--- src/fsli_blink.sv ---
// Purpose: constants for the fieldbus status indicator and its blink divider
// Assumes: one 200 MHz clock, synchronous active-low reset
// Notes: the divider toggles its output every HALF cycles of clk_in
`timescale 1ns/1ps
`default_nettype none

package fsli_pkg;
  // system clock
  localparam longint FSLI_CLK_HZ = 200_000_000;
  // blink frequencies in Hz
  localparam longint FSLI_BLINK_SLOW_HZ = 1;
  localparam longint FSLI_BLINK_MID_HZ = 2;
  localparam longint FSLI_BLINK_FAST_HZ = 10;
  // half periods in clock cycles, 50 percent duty
  localparam int FSLI_HALF_SLOW = int'(FSLI_CLK_HZ / (2 * FSLI_BLINK_SLOW_HZ));
  localparam int FSLI_HALF_MID = int'(FSLI_CLK_HZ / (2 * FSLI_BLINK_MID_HZ));
  localparam int FSLI_HALF_FAST = int'(FSLI_CLK_HZ / (2 * FSLI_BLINK_FAST_HZ));
  localparam int FSLI_CNT_W = 27;
  // node condition codes
  localparam int FSLI_NUM_NODES = 8;
  localparam int FSLI_NUM_CAUSE = 11;
  localparam logic [7:0] FSLI_CODE_OK = 8'h00;
  localparam logic [7:0] FSLI_CODE_DEACT = 8'h01;
  localparam logic [7:0] FSLI_CODE_ABSENT = 8'h02;
  localparam logic [7:0] FSLI_CODE_MLOCK = 8'h03;
  localparam logic [7:0] FSLI_CODE_BADRESP = 8'h04;
  localparam logic [7:0] FSLI_CODE_PARAM = 8'h05;
  localparam logic [7:0] FSLI_CODE_UNSUP = 8'h06;
  localparam logic [7:0] FSLI_CODE_CFG = 8'h07;
  localparam logic [7:0] FSLI_CODE_NREADY = 8'h08;
  localparam logic [7:0] FSLI_CODE_SDIAG = 8'h09;
  localparam logic [7:0] FSLI_CODE_DOVF = 8'h0a;
  localparam logic [7:0] FSLI_CODE_PHYS = 8'h0b;
  // slave state machine encodings
  typedef enum logic [3:0] {
    FSLI_ST_INIT = 4'h1,
    FSLI_ST_PREOP = 4'h2,
    FSLI_ST_BOOT = 4'h3,
    FSLI_ST_SAFEOP = 4'h4,
    FSLI_ST_OP = 4'h8
  } fsli_slave_state_t;
endpackage : fsli_pkg

module fsli_blink
  import fsli_pkg::*;
#(
  parameter int HALF = FSLI_HALF_SLOW
) (
  // clock and control
  input wire logic clk_in,
  input wire logic nrst_in,
  input wire logic ce_in,
  // square wave
  output logic blink_out
);
  typedef struct packed {
    logic [FSLI_CNT_W-1:0] cnt;
    logic lvl;
  } fsli_blink_st_t;

  localparam logic [FSLI_CNT_W-1:0] LAST = FSLI_CNT_W'(HALF - 1);

  fsli_blink_st_t st_reg;
  fsli_blink_st_t st_next;

  // count half periods and toggle at each wrap
  always_comb begin
    st_next = st_reg;
    if (st_reg.cnt == LAST) begin
      st_next.cnt = '0;
      st_next.lvl = ~st_reg.lvl;
    end else begin
      st_next.cnt = st_reg.cnt + 1'b1;
    end
  end

  // state register, frozen while ce_in is low
  always_ff @(posedge clk_in) begin
    if (!nrst_in) begin
      st_reg <= '0;
    end else if (ce_in) begin
      st_reg <= st_next;
    end
  end

  assign blink_out = st_reg.lvl;
endmodule : fsli_blink

`default_nettype wire

--- src/fsli_indicator.sv ---
// Purpose: status LEDs and per-node condition codes of a CAN gateway
// Assumes: inputs synchronous to clk_in; one clock, synchronous reset
// Notes: LED outputs are active high (1 = lit); the error LED reads the
//   registered codes, so its node-error flashing starts one cycle after
//   the codes; bus-off and restart in one cycle leave the latch set;
//   the HALF_* counts may be shrunk for simulation but must stay >= 1
//
// Operation
// - run LED dark in INIT or BOOTSTRAP
// - run LED flashes 2 Hz in PREOP
// - run LED 1 Hz in SAFEOP, outputs safe
// - run LED steady on in OP
// - error LED dark when all codes zero, host runs
// - error LED 1 Hz if any code nonzero
// - error LED 10 Hz during configuration upload
// - error LED steady at bus-off until restart
// - cpu LED 10 Hz starting, steady on fault
// - 8-bit condition code per configured node
// - code 0 no error, 1 deactivated
// - code 2 absent, 3 master lock
// - code 4 bad response, 5 parameter, 6 unsupported
// - code 7 config, 8 not ready, 9 static diag
// - code 10 diag overflow, 11 physical fault
`timescale 1ns/1ps
`default_nettype none

module fsli_indicator
  import fsli_pkg::*;
#(
  parameter int HALF_SLOW = FSLI_HALF_SLOW,
  parameter int HALF_MID = FSLI_HALF_MID,
  parameter int HALF_FAST = FSLI_HALF_FAST
) (
  // clock, reset, enable
  input wire logic clk_in,
  input wire logic nrst_in,
  input wire logic ce_in,
  // device state
  input wire logic [3:0] slave_state_in,
  input wire logic host_running_in,
  input wire logic cfg_upload_in,
  input wire logic bus_off_in,
  input wire logic restart_in,
  input wire logic cpu_starting_in,
  input wire logic cpu_fault_in,
  // per-node status causes, bit k means code k+1
  input wire logic [FSLI_NUM_NODES-1:0] node_configured_in,
  input wire logic [FSLI_NUM_NODES-1:0][FSLI_NUM_CAUSE-1:0] node_cause_in,
  // indicators
  output logic run_led_out,
  output logic err_led_out,
  output logic cpu_led_out,
  output logic outputs_safe_out,
  // node condition codes
  output logic [FSLI_NUM_NODES-1:0][7:0] node_condition_code_out
);
  typedef struct packed {
    logic bus_off;
    logic run_led;
    logic err_led;
    logic cpu_led;
    logic safe;
    logic [FSLI_NUM_NODES-1:0][7:0] codes;
  } fsli_st_t;

  fsli_st_t st_reg;
  fsli_st_t st_next;

  logic blink_slow;
  logic blink_mid;
  logic blink_fast;
  logic [FSLI_NUM_NODES-1:0][7:0] code_c;
  logic any_err;
  // per-lamp next values, gathered into st_next
  logic bus_off_c;
  logic run_c;
  logic safe_c;
  logic err_c;
  logic cpu_c;

  // divided blink sources, one per documented rate
  fsli_blink #(
    .HALF(HALF_SLOW)
  ) u_blink_slow (
    .clk_in(clk_in),
    .nrst_in(nrst_in),
    .ce_in(ce_in),
    .blink_out(blink_slow)
  );

  fsli_blink #(
    .HALF(HALF_MID)
  ) u_blink_mid (
    .clk_in(clk_in),
    .nrst_in(nrst_in),
    .ce_in(ce_in),
    .blink_out(blink_mid)
  );

  fsli_blink #(
    .HALF(HALF_FAST)
  ) u_blink_fast (
    .clk_in(clk_in),
    .nrst_in(nrst_in),
    .ce_in(ce_in),
    .blink_out(blink_fast)
  );

  // per-node code: lowest active cause wins, unconfigured nodes read 0
  genvar gi;
  generate
    for (gi = 0; gi < FSLI_NUM_NODES; gi++) begin : g_node
      always_comb begin
        code_c[gi] = FSLI_CODE_OK;
        if (node_configured_in[gi]) begin
          for (int k = FSLI_NUM_CAUSE - 1; k >= 0; k--) begin
            if (node_cause_in[gi][k]) begin
              code_c[gi] = 8'(k + 1);
            end
          end
        end
      end
    end
  endgenerate

  // any configured node reporting a non-zero code
  always_comb begin
    any_err = 1'b0;
    for (int n = 0; n < FSLI_NUM_NODES; n++) begin
      if (st_reg.codes[n] != FSLI_CODE_OK) begin
        any_err = 1'b1;
      end
    end
  end

  // bus-off latch: sticky, a new bus-off beats a same-cycle restart
  always_comb begin
    bus_off_c = st_reg.bus_off;
    if (bus_off_in) begin
      bus_off_c = 1'b1;
    end else if (restart_in) begin
      bus_off_c = 1'b0;
    end
  end

  // run LED and output hold from the slave state machine
  always_comb begin
    run_c = 1'b0;
    safe_c = 1'b1;
    case (slave_state_in)
      FSLI_ST_INIT: run_c = 1'b0;
      FSLI_ST_BOOT: run_c = 1'b0;
      FSLI_ST_PREOP: run_c = blink_mid;
      FSLI_ST_SAFEOP: run_c = blink_slow;
      FSLI_ST_OP: begin
        run_c = 1'b1;
        safe_c = 1'b0; // only OP releases the process outputs
      end
      default: run_c = 1'b0; // unknown state: dark, outputs kept safe
    endcase
  end

  // error LED, highest priority first; bus-off is shown from its first cycle
  always_comb begin
    if (st_reg.bus_off || bus_off_in) begin
      err_c = 1'b1;
    end else if (cfg_upload_in) begin
      err_c = blink_fast;
    end else if (any_err) begin
      err_c = blink_slow;
    end else if (host_running_in) begin
      err_c = 1'b0;
    end else begin
      err_c = 1'b0; // host stopped with clean nodes: also kept dark
    end
  end

  // processor LED: fault steady beats start-up flashing
  always_comb begin
    if (cpu_fault_in) begin
      cpu_c = 1'b1;
    end else if (cpu_starting_in) begin
      cpu_c = blink_fast;
    end else begin
      cpu_c = 1'b0;
    end
  end

  // next state: lamps and codes are registered one edge after their inputs; node-error flashing lags the codes by one more edge
  always_comb begin
    st_next = st_reg;
    st_next.codes = code_c;
    st_next.bus_off = bus_off_c;
    st_next.run_led = run_c;
    st_next.safe = safe_c;
    st_next.err_led = err_c;
    st_next.cpu_led = cpu_c;
  end

  // state register, frozen while ce_in is low
  always_ff @(posedge clk_in) begin
    if (!nrst_in) begin
      st_reg <= '0;
      st_reg.safe <= 1'b1; // outputs safe until OP is reached
    end else if (ce_in) begin
      st_reg <= st_next;
    end
  end

  // outputs straight from flip-flops
  assign run_led_out = st_reg.run_led;
  assign err_led_out = st_reg.err_led;
  assign cpu_led_out = st_reg.cpu_led;
  assign outputs_safe_out = st_reg.safe;
  assign node_condition_code_out = st_reg.codes;
endmodule : fsli_indicator

`default_nettype wire

--- config.mk ---
export PLATFORM = sky130hd
export DESIGN_NAME = fsli_indicator
export DESIGN_NICKNAME = d
export VERILOG_FILES = /design/src/fsli_blink.sv /design/src/fsli_indicator.sv
export SDC_FILE = /design/constraint.sdc
export NUM_CORES = 1
export LEC_CHECK = 0
export BUFFER_PORTS_ARGS = -buffer_cell sky130_fd_sc_hd__buf_2
export CORE_ASPECT_RATIO = 1.2
export CORE_UTILIZATION = 50
export DETAILED_ROUTE_END_ITERATION = 16
export PLACE_DENSITY = 0.77
export SLEW_MARGIN = 30
export SYNTH_ARGS = -nofsm -noshare
export SYNTH_HDL_FRONTEND = slang
export SYNTH_SLANG_ARGS = --single-unit
export TNS_END_PERCENT = 100
--- constraint.sdc ---
create_clock -name clk_in -period 3.1 [get_ports clk_in]
set_input_delay 0.155 -clock clk_in [delete_from_list [all_inputs] [get_ports clk_in]]
set_output_delay 0.155 -clock clk_in [all_outputs]
set_load 0.005 [all_outputs]
==> flow_metrics.tcl <==
set metrics [dict create \
    syn_to_final_growth_pct 17.01 \
    grt_max_degree 29 \
    grt_first_pass_wirelength_um 25390 \
    grtUsageTotal_pct 23.63 \
    synth-simple-area-share_pct 29.54 \
    fmax_ghz 0.4637 \
    ys_ff_latch 121 \
    cp_cell_sequence "nand4_1, or4_1, nor3_1, nand2b_1, nor2_1" \
    clk_pin_slew_worst_paths_ps 50 \
    synth_compound_area_share_pct 11.64 \
    tns_ps 0 \
    seq_area_frac_synth_pct 37.30 \
    max-cap-violations 0 \
    drt_iter0_drc 306 \
    ir_drop_uv 328.5 \
    reg2reg_to "u_blink_fast.st_reg[18]$_SDFFE_PN0P_" \
    n_fill_cell 1201 \
    reg2reg_from "u_blink_fast.st_reg[20]$_SDFFE_PN0P_" \
    die_h_um 126.8 \
    gp_congestion 0.8562 \
    hold_viol 0 \
    firstDrtPassIters 5 \
    root_buffer "clkbuf_16" \
    critPathMaxStageDelay_ps 600 \
    synth_area_um2 6494 \
    initial_core_util_pct 51.26 \
    worst_slew_pin_slew_ps 814.4 \
    final_nets 1050 \
    synth.avg_cell_area_um2 7.900 \
    viasPerCell 5.473 \
    core_area_um2 12670 \
    r2r.worst_path.cells 5 \
    clock_skew_ps 10.85 \
    largest_register_ffs 32 \
    num_io_pins 177 \
    hp-start "cpu_fault_in" \
    critical_path_class "reg2reg" \
    period_minus_slack_ps 2157 \
    synthMuxAreaShare_pct 0.4624 \
    start_kind "flop" \
    synth_cells 822 \
    antenna_found_initial 0 \
    synth_edf_count 0 \
    synth.distinct_cells 50 \
    clock_latency_ps 410 \
    synth_top_family_by_area "simple AND/OR/NAND/NOR gates" \
    grt_pass1_vias 5626 \
    drtAntennaViolNets 0 \
    synth-async-reset-ratio_pct 0 \
    die-area_um2 13450 \
    cts_resized 0 \
    outcome "completed" \
    rrSetupSlack_ps 940 \
    crit_required_ps 3370 \
    overflow 0 \
    dpl_cell_area_um2 6983 \
    design_area_um2 7599 \
    synthFlopType "dfxtp_1" \
    dp_hpwl_um 11410 \
    final-seq-area_um2 2422 \
    critPathCaptureType "flop" \
    setup_viol 0 \
    routed_wl_um 15630 \
    setup_ws_ps 943.3 \
    portBuffers 143 \
    fp-row-count 45 \
    cts_tree "done" \
    cts_sinks 121 \
    h-tree-depth 4 \
    post-place-ws_ps 865.0 \
    clock_path_buffers 2 \
    worstHoldEndpoint "cpu_led_out$_SDFFE_PN0P_" \
    relSlewSlack_pct 45.50 \
    rsz0062_at_grt "false" \
    post_drt_wl_per_cell_um 14.01 \
    worstPathArrival_ps 2420 \
    route.detailed.drc 0 \
    hp-class "in2reg" \
    worstHoldPathCells 3 \
    fp.dieW_um 106.0 \
    multiInputGateArea_um2 3475 \
    post_cts_buffers 0 \
    period_share_pct 69.57 \
    p_leak_nw 3.036 \
    slowest_stage "nand2b_1" \
    p_per_area_nw_per_um2 505.8 \
    cts_buffers 17 \
    ys_warn_count 0 \
    yosys.area_share.xor_xnor_pct 9.441 \
    num_vias 6102 \
    postCtsHoldBufs 2 \
    crit_fanout 19 \
    diodes 0 \
    drive_gt1_share_pct 19.66 \
    slew_violations 0 \
    synth_fa_ha_area_share_pct 0.5780 \
]
==> report_power, final <==
| part | internal [W] | total (W) | leakage (nW) | switching [W] |
|---|---|---|---|---|
| clock | 0.00128 | 0.00197 | 0.292 | 0.000690 |
| sequential | 0.00158 | 0.00160 | 0.979 | 0.0000178 |
| combinational | 0.000115 | 0.000281 | 1.76 | 0.000165 |
| total | 0.00297 | 0.00384 | 3.04 | 0.000873 |
==> cell families after synthesis <==
kind of cell             after synthesis
XOR/XNOR                              70
AND/OR/NAND/NOR                      389
other                                  1
flip-flops                           121
multiplexers                           3
AO/OA/AOI/OAI                        119
buffers and inverters                116
adder cells (fa/ha/maj)                3
==> cells in the mapped netlist, types with 4 or more instances <==
library cell / count / area [um2]
a2111oi_0: 7 / 61.31
a211oi_1: 7 / 52.55
a21oi_1: 36 / 180.2
and3_1: 10 / 62.56
buf_2: 6 / 30.03
buf_4: 64 / 480.5
clkbuf_1: 10 / 37.54
dfxtp_1: 121 / 2422
inv_1: 29 / 108.9
nand2_1: 55 / 206.5
nand3_1: 50 / 250.2
nand4_1: 26 / 162.7
nand4b_1: 7 / 61.31
nor2_1: 146 / 548.0
nor2b_1: 8 / 50.05
nor3_1: 17 / 85.08
nor4_1: 34 / 212.7
o211ai_1: 4 / 30.03
o21ai_0: 31 / 155.2
o21bai_1: 8 / 60.06
o311ai_0: 6 / 52.55
o41ai_1: 9 / 78.83
or3_1: 7 / 43.79
or4_1: 12 / 90.09
xnor2_1: 33 / 289.0
xor2_1: 37 / 324.1
==> final cells by class <==
| cell class | count | share of cell area (%) |
|---|---|---|
| multi-input combinational | 616 | 45.73 |
| tap | 164 | 2.700 |
| clock inverter | 13 | 2.009 |
| inverter | 30 | 1.482 |
| clock buffer | 19 | 5.829 |
| timing repair buffer | 152 | 10.37 |
| sequential | 121 | 31.88 |
==> critical path, delay by kind of cell (launching register included) <==
kind             cells  cell delay (ps)
DFF                  1              410
and+or+nand+nor      5             1610
==> placed cells by master (no fill, tap or decap), drive strengths merged, types with 3 or more instances in the layout <==
master / Yosys / final
o41ai: 9 / 9
conb: 1 / 32
o211ai: 4 / 4
nand4b: 7 / 7
mux2i: 3 / 3
nor2b: 8 / 8
o311ai: 6 / 6
clkinv: 1 / 9
nand3b: 3 / 3
a211oi: 7 / 7
dfxtp: 121 / 121
nor2: 146 / 146
and3: 10 / 10
o21bai: 8 / 8
nand2b: 3 / 3
a31oi: 3 / 3
a2111oi: 7 / 7
clkbuf: 10 / 19
nor3: 17 / 17
or4: 12 / 12
nand3: 50 / 50
or3: 7 / 7
xnor2: 33 / 33
a21oi: 36 / 36
nor4: 34 / 34
bufinv: 0 / 3
nand4: 27 / 27
inv: 29 / 29
and4: 3 / 3
nand2: 56 / 56
o21ai: 31 / 31
ha: 3 / 3
buf: 76 / 150
xor2: 37 / 37
==> metrics by stage <==
stage | instances | total power [W] | util (%) | hold WS [ps]
after floorplan | 853 | 0.001801 | - | 293.2
after global placement | 1081 | 0.001900 | 55.12 | 410.9
after detailed placement | 1081 | 0.001905 | 55.12 | 412.9
after CTS | 1115 | 0.003876 | 59.98 | 10.10
after global routing | 1115 | 0.003995 | 59.98 | 14.66
final | 1115 | 0.003844 | 59.98 | 20.15
==> routing by layer <==
metal | up-vias | track usage, % | part of all wire [%]
li1 | 3045 | - | -
met3 | 19 | 5.653 | 5.3
met4 | 0 | 8.497 | 1.8
met1 | 2835 | 26.46 | 42
met5 | - | 0 | 0
met2 | 203 | 43.21 | 51
==> worst max-delay path by stage <==
stage | end | from | slack (ps)
6_report | u_blink_fast.st_reg[18]$_SDFFE_PN0P_ | u_blink_fast.st_reg[20]$_SDFFE_PN0P_ | 940
5_1_grt | u_blink_fast.st_reg[6]$_SDFFE_PN0P_ | u_blink_fast.st_reg[20]$_SDFFE_PN0P_ | 690
4_1_cts | u_blink_fast.st_reg[26]$_SDFFE_PN0P_ | u_blink_fast.st_reg[20]$_SDFFE_PN0P_ | 940
3_5_place_dp | u_blink_slow.st_reg[8]$_SDFFE_PN0P_ | ce_in | 860
3_3_place_gp | u_blink_slow.st_reg[8]$_SDFFE_PN0P_ | ce_in | 910
2_1_floorplan | u_blink_mid.st_reg[19]$_SDFFE_PN0P_ | u_blink_mid.st_reg[19]$_SDFFE_PN0P_ | 1130
Note: power is estimated with default switching activity, not from simulation.
